[src/common/cpa_pkg.sv]
// Constants and types shared by the configuration port access block
package cpa_pkg;
  // Reset-time default address bytes, picked by the two straps
  localparam logic [7:0] LOW_STRAP0 = 8'h2e;
  localparam logic [7:0] LOW_STRAP1 = 8'h4e;
  localparam logic [7:0] HIGH_STRAP0 = 8'h16;
  localparam logic [7:0] HIGH_STRAP1 = 8'h00;
  // Key bytes written to the configuration port
  localparam logic [7:0] KEY_ENTER = 8'h55;
  localparam logic [7:0] KEY_EXIT = 8'haa;
  // Register indexes
  localparam logic [7:0] IDX_TEST_A = 8'h19;
  localparam logic [7:0] IDX_TEST_B = 8'h25;
  localparam logic [7:0] IDX_BASE_LOW = 8'h26;
  localparam logic [7:0] IDX_BASE_HIGH = 8'h27;
  localparam logic [7:0] IDX_RSVD = 8'h28;
  localparam logic [7:0] IDX_TEST_C = 8'h29;
  localparam logic [7:0] IDX_TEST_D = 8'h2a;
  // Field layouts and reset values
  localparam logic [7:0] BASE_LOW_MASK = 8'hfe;
  localparam logic [7:0] TEST_C_STBY_MASK = 8'h81;
  localparam logic [7:0] REG_ZERO = 8'h00;
  localparam logic [15:0] DATA_PORT_STEP = 16'h0001;
  // Configuration access state
  typedef enum logic {CPA_RUN, CPA_CONFIG} cpa_mode_t;
endpackage : cpa_pkg

[src/common/cpa_sync_if.sv]
// Interface carrying the synchronised strap levels to the main module
`timescale 1ns/10ps
interface cpa_sync_if;
  logic [1:0] raw; // Asynchronous pin levels
  logic [1:0] sync; // Levels after two flops
  modport sync_side (input raw, output sync);
  modport user_side (output raw, input sync);
endinterface : cpa_sync_if

[src/verilog/cpa_top.sv]
// Configuration port, index and data access with relocatable base address
`timescale 1ns/10ps
// Function
// - Bus or main reset: run mode, devices off
// - Low strap latched at reset: 0x2E/0x4E
// - High strap latched at reset: 0x16/0x00
// - Outside configuration, index/data accesses do nothing
// - Key 0x55 enters configuration state
// - Key 0xAA leaves configuration state
// - Base low bits 7..1, high bits 15..8
// - Writing high byte moves port at once
// - Base returns to default only on bus/main reset
// - Index reserved_global_slot ignores writes, reads zero
// - Test registers 0x19/0x25/0x2A reset on standby power-on reset
// - 0x29 bits 0,7 standby; 1..6 test reset
module cpa_top
(
  input wire logic clk_sys_in,
  input wire logic rst_in, // Host bus or main-supply power-on reset
  input wire logic standby_power_on_reset_in, // Standby power-on reset
  input wire logic internal_test_reset_in, // Internal test reset
  input wire logic base_low_strap_pin_in, // Low byte strap pin
  input wire logic base_high_strap_pin_in, // High byte strap pin
  input wire logic io_wr_in, // One-cycle I/O write strobe
  input wire logic io_rd_in, // One-cycle I/O read strobe
  input wire logic [15:0] io_addr_in, // I/O address
  input wire logic [7:0] io_wdata_in, // I/O write data
  output logic [7:0] io_rdata_out, // Read data, valid cycle after strobe
  output logic io_rvalid_out, // Read data valid pulse
  output logic config_mode_out, // High while in configuration state
  output logic [15:0] config_base_out, // Current config port address
  output logic devices_enabled_out // Logical device enable, off at reset
);
  cpa_sync_if strap_if ();
  logic base_low_strap; // Synchronised low strap level
  logic base_high_strap; // Synchronised high strap level
  logic strap_load_q; // Catch straps in the first cycle after release
  cpa_pkg::cpa_mode_t mode_q;
  cpa_pkg::cpa_mode_t mode_d;
  logic [7:0] base_low_q; // Low address byte (base low register)
  logic [7:0] base_high_q; // High address byte (base high register)
  logic [7:0] base_low_pend_q; // Low byte written, not yet applied
  logic [7:0] index_q; // Selected register number
  logic [7:0] test_a_q;
  logic [7:0] test_b_q;
  logic [7:0] test_c_q;
  logic [7:0] test_d_q;
  logic [7:0] rdata_q;
  logic rvalid_q;
  logic enable_q;

  assign strap_if.raw = {base_high_strap_pin_in, base_low_strap_pin_in};
  assign base_low_strap = strap_if.sync[0];
  assign base_high_strap = strap_if.sync[1];

  // Straps cross into the clock domain before they are latched
  cpa_sync u_sync
  (
    .clk_sys_in(clk_sys_in),
    .port(strap_if.sync_side)
  );

  // Address decode of the two ports
  wire [15:0] cur_base = {base_high_q, base_low_q};
  wire [15:0] data_addr = cur_base + cpa_pkg::DATA_PORT_STEP;
  wire hit_index = io_addr_in == cur_base;
  wire hit_data = io_addr_in == data_addr;
  wire in_cfg = mode_q == cpa_pkg::CPA_CONFIG;
  wire key_enter = io_wr_in && hit_index &&
                   io_wdata_in == cpa_pkg::KEY_ENTER;
  wire key_exit = io_wr_in && hit_index && in_cfg &&
                  io_wdata_in == cpa_pkg::KEY_EXIT;
  // Index and data traffic only counts in configuration state
  wire index_wr = io_wr_in && hit_index && in_cfg && !key_exit;
  wire data_wr = io_wr_in && hit_data && in_cfg;
  wire data_rd = io_rd_in && hit_data && in_cfg;
  wire index_rd = io_rd_in && hit_index && in_cfg;
  // Data port writes go to the register selected by the index
  wire wr_test_a = data_wr && index_q == cpa_pkg::IDX_TEST_A;
  wire wr_test_b = data_wr && index_q == cpa_pkg::IDX_TEST_B;
  wire wr_test_c = data_wr && index_q == cpa_pkg::IDX_TEST_C;
  wire wr_test_d = data_wr && index_q == cpa_pkg::IDX_TEST_D;
  wire wr_low = data_wr && index_q == cpa_pkg::IDX_BASE_LOW;
  wire wr_high = data_wr && index_q == cpa_pkg::IDX_BASE_HIGH;
  wire [7:0] low_default = base_low_strap ? cpa_pkg::LOW_STRAP1 :
                           cpa_pkg::LOW_STRAP0;
  wire [7:0] high_default = base_high_strap ? cpa_pkg::HIGH_STRAP1 :
                            cpa_pkg::HIGH_STRAP0;

  // Read mux; reserved slot and unknown indexes read zero
  logic [7:0] sel_data;
  always_comb
  begin
    sel_data = cpa_pkg::REG_ZERO;
    unique case (index_q)
      cpa_pkg::IDX_TEST_A: sel_data = test_a_q;
      cpa_pkg::IDX_TEST_B: sel_data = test_b_q;
      cpa_pkg::IDX_BASE_LOW: sel_data = base_low_pend_q;
      cpa_pkg::IDX_BASE_HIGH: sel_data = base_high_q;
      cpa_pkg::IDX_RSVD: sel_data = cpa_pkg::REG_ZERO;
      cpa_pkg::IDX_TEST_C: sel_data = test_c_q;
      cpa_pkg::IDX_TEST_D: sel_data = test_d_q;
      default: sel_data = cpa_pkg::REG_ZERO;
    endcase
  end

  // Mode transitions on key bytes
  always_comb
  begin
    mode_d = mode_q;
    if (key_exit)
    begin
      mode_d = cpa_pkg::CPA_RUN;
    end
    else if (key_enter && !in_cfg)
    begin
      mode_d = cpa_pkg::CPA_CONFIG;
    end
  end

  // Mode and device enable: bus reset puts us in run mode, all off
  always_ff @(posedge clk_sys_in)
  begin
    if (rst_in)
    begin
      mode_q <= cpa_pkg::CPA_RUN;
      enable_q <= 1'b0;
    end
    else
    begin
      mode_q <= mode_d;
      enable_q <= 1'b0; // Logical devices live outside this block
    end
  end

  // Strap catch flag: high for the first cycle after reset release
  always_ff @(posedge clk_sys_in)
  begin
    strap_load_q <= rst_in;
  end

  // Base address: strap default after reset, relocated by high byte write
  always_ff @(posedge clk_sys_in)
  begin
    if (rst_in || strap_load_q)
    begin
      // Only this reset restores the default, standby does not
      base_low_q <= low_default;
      base_high_q <= high_default;
      base_low_pend_q <= low_default;
    end
    else
    begin
      if (wr_low)
      begin
        base_low_pend_q <= io_wdata_in & cpa_pkg::BASE_LOW_MASK;
      end
      if (wr_high)
      begin
        // Move takes effect at once with the staged low byte
        base_high_q <= io_wdata_in;
        base_low_q <= base_low_pend_q;
      end
    end
  end

  // Index register selection
  always_ff @(posedge clk_sys_in)
  begin
    if (rst_in)
    begin
      index_q <= cpa_pkg::REG_ZERO;
    end
    else if (index_wr)
    begin
      index_q <= io_wdata_in;
    end
  end

  // Test registers on standby power-on reset; bus or main reset alone keeps them
  always_ff @(posedge clk_sys_in)
  begin
    if (standby_power_on_reset_in)
    begin
      test_a_q <= cpa_pkg::REG_ZERO;
      test_b_q <= cpa_pkg::REG_ZERO;
      test_d_q <= cpa_pkg::REG_ZERO;
    end
    else
    begin
      if (wr_test_a)
      begin
        test_a_q <= io_wdata_in;
      end
      if (wr_test_b)
      begin
        test_b_q <= io_wdata_in;
      end
      if (wr_test_d)
      begin
        test_d_q <= io_wdata_in;
      end
    end
  end

  // Split reset domains inside the 0x29 test register
  logic [7:0] test_c_d;
  always_comb
  begin
    test_c_d = wr_test_c ? io_wdata_in : test_c_q;
    if (standby_power_on_reset_in)
    begin
      test_c_d = test_c_d & ~cpa_pkg::TEST_C_STBY_MASK;
    end
    if (internal_test_reset_in)
    begin
      test_c_d = test_c_d & cpa_pkg::TEST_C_STBY_MASK;
    end
  end

  always_ff @(posedge clk_sys_in)
  begin
    test_c_q <= test_c_d;
  end

  // Read answer one cycle after the strobe; index port reads the index
  always_ff @(posedge clk_sys_in)
  begin
    if (rst_in)
    begin
      rdata_q <= cpa_pkg::REG_ZERO;
      rvalid_q <= 1'b0;
    end
    else
    begin
      rvalid_q <= data_rd || index_rd;
      rdata_q <= data_rd ? sel_data :
                 index_rd ? index_q : cpa_pkg::REG_ZERO;
    end
  end

  assign io_rdata_out = rdata_q;
  assign io_rvalid_out = rvalid_q;
  assign config_mode_out = mode_q == cpa_pkg::CPA_CONFIG;
  assign config_base_out = cur_base;
  assign devices_enabled_out = enable_q;
endmodule : cpa_top

[src/verilog/cpa_sync.sv]
// Two-flop synchroniser for the strap pins
`timescale 1ns/10ps
module cpa_sync
(
  input wire logic clk_sys_in,
  cpa_sync_if.sync_side port
);
  logic [1:0] meta_q; // First stage, read only by the second stage
  logic [1:0] sync_q; // Second stage

  // Straps are board levels; no reset needed, they settle in two cycles
  always_ff @(posedge clk_sys_in)
  begin
    meta_q <= port.raw;
    sync_q <= meta_q;
  end

  assign port.sync = sync_q;
endmodule : cpa_sync

[config.mk]
export PLATFORM = sky130hd
export DESIGN_NAME = cpa_top
export DESIGN_NICKNAME = d
export VERILOG_FILES = /design/src/common/cpa_pkg.sv /design/src/common/cpa_sync_if.sv /design/src/verilog/cpa_top.sv /design/src/verilog/cpa_sync.sv
export SDC_FILE = /design/constraint.sdc
export NUM_CORES = 1
export LEC_CHECK = 0
export ABC_AREA = 1
export BUFFER_PORTS_ARGS = -buffer_cell sky130_fd_sc_hd__buf_2
export CORE_ASPECT_RATIO = 1.75
export CORE_MARGIN = 1.5
export CORE_UTILIZATION = 40
export CTS_BUF_LIST = sky130_fd_sc_hd__clkbuf_4 sky130_fd_sc_hd__clkbuf_8
export DETAILED_ROUTE_END_ITERATION = 10
export PLACE_DENSITY = 0.56
export SLEW_MARGIN = 20
export SYNTH_ARGS = -nofsm -noshare
export SYNTH_HDL_FRONTEND = slang
export SYNTH_SLANG_ARGS = --single-unit
[constraint.sdc]
create_clock -name clk_sys_in -period 3.3 [get_ports clk_sys_in]
set_input_delay 0.33 -clock clk_sys_in [delete_from_list [all_inputs] [get_ports clk_sys_in]]
set_output_delay 0.33 -clock clk_sys_in [all_outputs]
set_load 0.01 [all_outputs]
Yosys cells after proc, flatten, opt, wreduce, memory -nomap -nowiden:

Index checks and enable logic that the tools add are counted.

* output and inout bits: 27
* flip-flop bits (word level): 79
* logic and storage cells: 64
* input bits: 32

* add/sub/neg operators: 1
* reductions and logical operators: 25
* multiplexer cells: 13
* equal/unequal tests: 10

Operators by type and width (count)
* $mux 8: 10
* $pmux 8 s6: 1
* $eq 8x6->1 const B: 5
* $eq 16x16->1: 2
* $logic_and 1x1->1: 18
* $add 16x1->16 const B: 1
* $eq 8x5->1 const B: 1
* $eq 8x7->1 const B: 1
* $eq 8x8->1 const B: 1
* $mux 7: 1
* $mux 5: 1
* $reduce_bool 2->1: 2
* $logic_not 1->1: 2
* $logic_or 1x1->1: 2
* $reduce_or 2->1: 1

Logic depth before layout (Yosys ltp):

Gate-level depths: netlist of the first run.

* depth after elaboration: 7
* gate-level depth with buffers: 13
* gate-level depth less buffers: 12

Modules after synthesis:

Synthesis of the first run repeated with hierarchy kept, for this count alone.

* cell total of the unflattened synthesis: 547
* area, all modules: 3900.0 um2

Modules (own cells, without submodules)
* cpa_top: times used 1, area each 3819.9 um2, sequential area each 1681.6 um2, cells each 543
* cpa_sync: times used 1, area each 80.1 um2, sequential area each 80.1 um2, cells each 4

Least setup slack after synthesis of the first run:

No wires, ideal clock.

* path type: register -> register
* start point: register base_high_q[1]
* end point: register base_high_q[0] (enable)
* data required time: 2892 ps
* setup slack: 589 ps
* stages on the path, launching flop included: 10
* period minus slack after synthesis: 2711 ps
* data arrival time: 2303 ps
* setup time: 408 ps
* path buffers: 0
* cell sequence: edfxtp_1 > inv_1 > nand2_1 > nand2_1 > inv_1 > nor2_1 > nand2_1 > nor2_4 > nand4_4 > o21ai_0

* cells in the longest elaborated chain, start to end: 6

RTL lines
* from (decl): line cpa_top.sv:41 `logic [7:0] base_high_q;`
* from (signal assigned): line cpa_top.sv:149 `base_high_q <= high_default;`
* from (signal assigned): line cpa_top.sv:161 `base_high_q <= io_wdata_in;`
* $add 16x1->16: line cpa_top.sv:65 `wire [15:0] data_addr = cur_base + cpa_pkg::DATA_PORT_STEP;`
* $eq 16x16->1: line cpa_top.sv:67 `wire hit_data = io_addr_in == data_addr;`
* $logic_and 1x1->1 (2 in a row): line cpa_top.sv:75 `wire data_wr = io_wr_in && hit_data && in_cfg;`
* $logic_and 1x1->1: line cpa_top.sv:84 `wire wr_high = data_wr && index_q == cpa_pkg::IDX_BASE_HIGH;`
* $reduce_bool 2->1 (no line)

Every way passes these cells.
A chain may end at the register's enable or synchronous reset.

Worst setup path after layout of the first run:

* start point: register base_high_q[2]
* end point: register base_high_q[1] (enable)

The elaborated chain is that of the path after synthesis.

==> results of run 1 <==
-- synthesized netlist by cell type --
library cell,count
nand2_1,150
nor2_1,122
dfxtp_1,55
inv_1,53
nand4_1,34
nand3_1,31
edfxtp_1,22
o21ai_0,15
buf_2,8
clkbuf_1,6
inv_2,6
nor2_4,6
or2_2,5
xnor2_1,5
xor2_1,5
nor3_1,4
a21oi_1,3
buf_4,3
clkinv_1,3
nor2_2,3
nor4_1,3
nand4_2,2
and2_1,1
buf_6,1
conb_1,1
nand2_4,1
nand3_4,1
nand4_4,1
nor2_8,1
nor3_2,1
nor3_4,1
-- worst max-delay path: cells and delay by family (launching register included) --
family,cells,cell delay (ns)
AO/OA/AOI/OAI,1,0.20
flip-flops,1,0.42
AND/OR/NAND/NOR,6,0.71
buffers and inverters,3,0.44
-- per-layer routing --
layer | routed length (um) | track usage, %
met2 | 5561 | 38.02
met3 | 527 | 3.741
met1 | 4413 | 25.88
met4 | 399 | 11.01
met5 | 0 | 0
-- cell families after synthesis --
kind of cell	Yosys count	share of synthesized area (%)
AOI/OAI and AO/OA	18	2.283
other	1	0.09506
and+or+nand+nor	367	42.40
DFF	77	44.66
buffers and inverters	80	8.341
xor gates and xnor gates	10	2.220
-- layout make-up --
cell class | count | area [sq um] | area share, %
Multi-Input combinational cell | 397 | 1858 | 41.17
Sequential cell | 77 | 1762 | 39.04
Timing Repair Buffer | 61 | 317.8 | 7.042
Inverter | 62 | 232.7 | 5.157
Tap cell | 122 | 152.6 | 3.382
Clock buffer | 9 | 123.9 | 2.745
Clock inverter | 7 | 66.31 | 1.469
-- state kept, by name (all words and copies together), names as in the netlist, 7 cells and up --
| signal | count |
|---|---|
| base_high_q | 8 |
| test_b_q | 8 |
| base_low_pend_q | 7 |
| base_low_q | 7 |
| test_c_q | 8 |
| test_d_q | 8 |
| io_rdata_out | 8 |
| test_a_q | 8 |
| index_q | 8 |
-- how the worst min path moves through the flow --
stage	startpoint	endpoint	slack (ns)	depth (start not counted)
after CTS	base_high_strap_pin_in	u_sync.meta_q[1]	0.05	1
after global placement	u_sync.meta_q[0]	u_sync.port.sync[0]	0.31	0
after global routing	base_high_strap_pin_in	u_sync.meta_q[1]	0.05	1
final	base_high_strap_pin_in	u_sync.meta_q[1]	0.05	1
after detailed placement	u_sync.meta_q[0]	u_sync.port.sync[0]	0.32	0
after floorplan	u_sync.meta_q[0]	u_sync.port.sync[0]	0.31	0
-- per-stage QoR --
stage,util (%),setup slack (ns)
detailed placement,45.38,1.199
floorplan,-,0.5889
global route,47.37,0.9754
CTS,47.37,1.193
global placement,45.38,1.190
finish,47.37,1.220
-- power by group --
| group | internal [mW] | total (mW) | switching (mW) |
|---|---|---|---|
| sequential | 0.994 | 1.01 | 0.0138 |
| clock | 0.344 | 0.703 | 0.360 |
| combinational | 0.0535 | 0.154 | 0.100 |
==> results by group, run 1 <==
Clock tree
  • Resized cells post-CTS: 0
  • Post-CTS Setup Bufs: 0
  • H-tree depth: 3
  • CTS tree: built
  • TritonCTS Buffers: 9
  • Reg clk slew, reported paths: 0.08 ns
  • Root buf cell: clkbuf_8
  • CTS Sinks: 77
  • Clock Latency Late Sink: 0.37 ns
  • Cts hold-fix bufs: 0
  • CTS max path bufs: 2

Floorplanning
  • Die ar.: 10490 sq um
  • Core footprint: 9527 sq um
  • Die Ht: 134.4 um
  • Initial core utilization: 41.41%
  • Rows: 47
  • Die Span X: 78.07 um
  • Boundary Pins: 59

Layout
  • Area Growth Syn to Fin: 14.40%
  • Layout cell share with drive strength beyond 1: 16.80%
  • Most frequent cells in the layout: nand2_1 (150), nor2_1 (122), buf_2 (56), dfxtp_1 (55), inv_1 (53)
  • Most common cell after layout, fill and taps aside: nand2_1
  • Final instance area: 4513 sq um
  • Final nets: 640
  • Non-filler cells, final: 735
  • Ant diodes: 0
  • Fill count: 1022

Critical path
  • CP required: 3.37 ns
  • Arr. time, crit path: 2.15 ns
  • Slowest cell on the critical path: edfxtp_1
  • R2R Path End: base_high_q[1]
  • Reg2Reg Launch Point: base_high_q[2]
  • CP cell instances: inv_1, nand2_1, nand2_1, nand2_1, inv_1, nand2_1, nor2_4, nand4_4, o21ai_1, buf_4
  • Most common cell on crit path: nand2_1
  • Number of cells on the worst reg-to-reg path: 10
  • Max incr delay on CP: 0.42 ns
  • Critical Path Sink Type: flop
  • Crit path to: base_high_q[1]
  • Setup crit start kind: flop
  • Max Fanout on Critical Path: 15
  • CP Class: reg2reg
  • R2R setup slack: 1.22 ns
  • Launching element of the worst setup path: base_high_q[2]

Place
  • Port Buf Inserts: 56
  • Post-DP Area: 4323 sq um
  • # placed instances: 719
  • Detailed Place HPWL: 8242 um
  • Routability cong.: 0.8329

Drt
  • # DRC: 0
  • DR vias/cell: 4.963
  • WL final: 10900 um
  • 1st-iter DRT viols: 269
  • WL/cell: 14.83 um
  • Post-route ant nets: 0
  • DR pass1 iterations: 5
  • Via count: 3648

Power and ir drop
  • VDD IR max: 0.2142 mV
  • Total power: 1.865 mW
  • Leak: 2.117 nW
  • Cell Pwr Density: 413.2 nW/um^2

STA
  • Period utilization: 63.03%
  • Fmax: 480.8 MHz
  • Setup TNS: 0 ns
  • RSZ-0062 raised after global routing: no
  • Endpoints failing setup: 0
  • Final count of hold timing violations: 0
  • Clock skew: 0.01073 ns
  • Max Transition Viols Final: 0
  • Max_slew headroom: 50.86%
  • Worst-Margin Slew: 0.7362 ns
  • Final Hold Slack: 0.05445 ns
  • Final min period: 2.080 ns

Logic synthesis
  • Total of flip-flops plus latches after synthesis: 77
  • Synth top area cells: dfxtp_1 (28%), edfxtp_1 (17%), nand2_1 (14%)
  • Gate Count Post-Synth: 553
  • Synth Warn #: 0
  • Post-synth top area share: 27.91%
  • Distinct cells, synth: 31
  • Post-Syn Area: 3945 sq um
  • Mean Syn Cell Area: 7.134 sq um
  • Sequential share of the synthesized area: 44.66%
  • Yosys top cell by area: dfxtp_1

Global route
  • GRT Resource Usage Total: 21.99%
  • Initial antenna violation count: 0
  • First-pass GRT wire length: 17390 um
  • Largest net degree at the start of global routing: 35
  • Overflow after GRT: 0
  • Vias in the first global route: 3326

Job
  • Max-cap violations: 0

Status
  • Run status: finished, final reports clean

Min path
  • Min-delay worst type: in2reg
Note: power is estimated with default switching activity, not from simulation.
==> run 2, diff against run 1 <==
- clock period: 3.3 -> 2.1 ns (I/O delays scaled with it)
==> results by group, run 2 (synthesis gave the netlist of run 1 again) <==
Critical path
  • Worst path depth: 10 (unchanged)
  • CP Class: reg2reg
  • R2R Path End: base_low_q[2]
  • CP cell instances: inv_1, nand2_1, nand2_1, nand2_1, inv_1, nand2_1, nor2_4, nand4_4, o21ai_2, buf_4
  • Setup crit start kind: flop
  • Max incr delay on CP: 0.41 ns (about the same)
  • CP delay by family, top: simple AND/OR/NAND/NOR gates
  • Number of cells on the worst reg-to-reg path: 10 (unchanged)
  • Launching element of the worst setup path: base_high_q[5]
  • CP required: 2.14 ns (-1.23 ns)
  • R2R setup slack: 0.23 ns (-0.99 ns)
  • CP bufs+invs: 3 (unchanged)
  • Reg2Reg Launch Point: base_high_q[5]
  • Most common cell on crit path: nand2_1
  • Slowest cell on the critical path: edfxtp_1
  • Max Fanout on Critical Path: 15 (unchanged)
  • Arr. time, crit path: 1.91 ns (-0.24 ns)
  • Crit path to: base_low_q[2]
  • Critical Path Sink Type: flop

Place
  • Placement Setup Slack: 0.2263 ns (-0.9728 ns)
  • Routability cong.: 0.8901 (+6.9%)
  • Detailed Place HPWL: 8544 um (+3.7%)
  • Port Buf Inserts: 56 (unchanged)
  • # placed instances: 732 (+1.8%)
  • Post-DP Area: 4437 sq um (+2.6%)

Power and ir drop
  • Total internal power: 2.265 mW (+63%)
  • Leak: 2.206 nW (+4.2%)
  • Cell Pwr Density: 635.3 nW/um^2 (+54%)
  • Total power: 2.955 mW (+58%)
  • Sequential Power Share: 53.7% (-0.3 points)
  • Comb pwr share: 8.3% (about the same)
  • Clock power frac: 38.0% (+0.3 points)
  • VDD IR max: 0.2899 mV (+35%)
  • Sw frac: 23.35% (-2.1 points)
  • Psw: 0.6899 mW (+46%)

STA
  • Setup TNS: 0 ns (unchanged)
  • Fmax: 535.7 MHz (+11%)
  • Period utilization: 88.90% (+26 points)
  • Clock skew: 0.01097 ns (+0.0002345 ns)
  • Final count of hold timing violations: 0 (unchanged)
  • Final WS setup: 0.2331 ns (-0.9870 ns)
  • Final Hold Slack: 0.03163 ns (-0.02283 ns)
  • Max Transition Viols Final: 0 (unchanged)
  • Final min period: 1.867 ns (-0.2130 ns)
  • RSZ-0062 raised after global routing: no
  • Endpoints failing setup: 0 (unchanged)

Clock tree
  • Root buf cell: clkbuf_8
  • CTS Sinks: 77 (unchanged)
  • CTS tree: built
  • H-tree depth: 3 (unchanged)
  • Resized cells post-CTS: 0 (unchanged)
  • Reg clk slew, reported paths: 0.08 ns (about the same)
  • TritonCTS Buffers: 9 (unchanged)
  • CTS max path bufs: 2 (unchanged)
  • Clock Latency Late Sink: 0.35 ns (-0.02 ns)

Min path
  • Min-delay worst type: in2reg

Status
  • Run status: finished, final reports clean

Floorplanning
  • Boundary Pins: 59 (unchanged)
  • Initial core utilization: 41.41% (unchanged)
  • Rows: 47 (unchanged)
  • Die Span X: 78.07 um (unchanged)
  • Die Ht: 134.4 um (unchanged)
  • Core footprint: 9527 sq um (unchanged)
  • Die ar.: 10490 sq um (unchanged)

Layout
  • Final instance area: 4652 sq um (+3.1%)
  • Ant diodes: 0 (unchanged)
  • Non-filler cells, final: 749 (+1.9%)
  • Final nets: 655 (+2.3%)
  • Most frequent cells in the layout: nand2_1 (150), nor2_1 (122), buf_2 (56), dfxtp_1 (55), inv_1 (53)
  • Fill count: 996 (-2.5%)
  • Most common cell after layout, fill and taps aside: nand2_1
  • Area Growth Syn to Fin: 17.92%
  • Layout cell share with drive strength beyond 1: 18.82% (+2.0 points)
  • FF/Latch Area: 1762 sq um (unchanged)
  • Final Core Density: 48.83% (+1.5 points)
  • Footprint of the multi-input gates: 1862 sq um (+0.20%)

Drt
  • Post-route ant nets: 0 (unchanged)
  • # DRC: 0 (unchanged)
  • DR pass1 iterations: 5 (unchanged)
  • Via count: 3712 (+1.8%)
  • WL/cell: 14.92 um (+0.60%)
  • DR vias/cell: 4.956 (-0.15%)
  • WL final: 11180 um (+2.5%)
  • 1st-iter DRT viols: 209 (-22%)

Global route
  • Overflow after GRT: 0 (unchanged)
  • Vias in the first global route: 3465 (+4.2%)
  • Initial antenna violation count: 0 (unchanged)
  • First-pass GRT wire length: 17730 um (+1.9%)
  • GRT Resource Usage Total: 22.22% (+0.23 points)
  • Largest net degree at the start of global routing: 33 (-5.7%)

Job
  • Max-cap violations: 0 (unchanged)
==> run 2: cell count changes in the layout (fill, tap and decap cells not counted), moves of 2 or more <==
cell and change:
clkinvlp_4 -2, clkinv_1 -2, clkbuf_4 +3, buf_4 +12, dlygate4sd3_1 +2
==> run 2: power groups by stage <==
| stage | logic, mW | clock network, mW | registers, mW |
|---|---|---|---|
| after floorplan | 0.131 | 0 | 1.62 |
| after global placement | 0.242 | 0 | 1.62 |
| after detailed placement | 0.245 | 0 | 1.62 |
| after CTS | 0.248 | 1.14 | 1.59 |
| after global routing | 0.275 | 1.20 | 1.59 |
| final | 0.246 | 1.12 | 1.59 |
==> run 2: timing repair <==
item / CTS / global route
hold buffers: 2 / 0
hold endpoints to repair: 2 / 0
buffers inserted: 0 / 0
==> run 2: layer usage <==
layer	up-vias	global-route usage [%]	wire, um
met5	-	0	0
met4	0	10.32	402
met3	20	3.673	579
met2	122	39.76	5720
met1	1684	25.39	4472
li1	1886	-	-
==> run 2: cell type report <==
class | instances | share of cell area (%)
clock buffer | 13 | 3.443
inverter | 62 | 5.003
timing repair buffer | 76 | 9.629
tap | 122 | 3.281
multi-input combinational | 397 | 40.02
sequential | 77 | 37.87
clock inverter | 2 | 0.7531
==> run 2: worst min-delay path by stage <==
| stage | startpoint | to | slack (ns) | cells after the start |
|---|---|---|---|---|
| after floorplan | rst_in | strap_load_q | 0.24 | 0 |
| after global placement | u_sync.meta_q[0] | u_sync.port.sync[0] | 0.31 | 0 |
| after detailed placement | u_sync.meta_q[1] | u_sync.port.sync[1] | 0.31 | 0 |
| after CTS | rst_in | strap_load_q | 0.02 | 1 |
| after global routing | rst_in | strap_load_q | 0.02 | 1 |
| final | rst_in | strap_load_q | 0.03 | 1 |
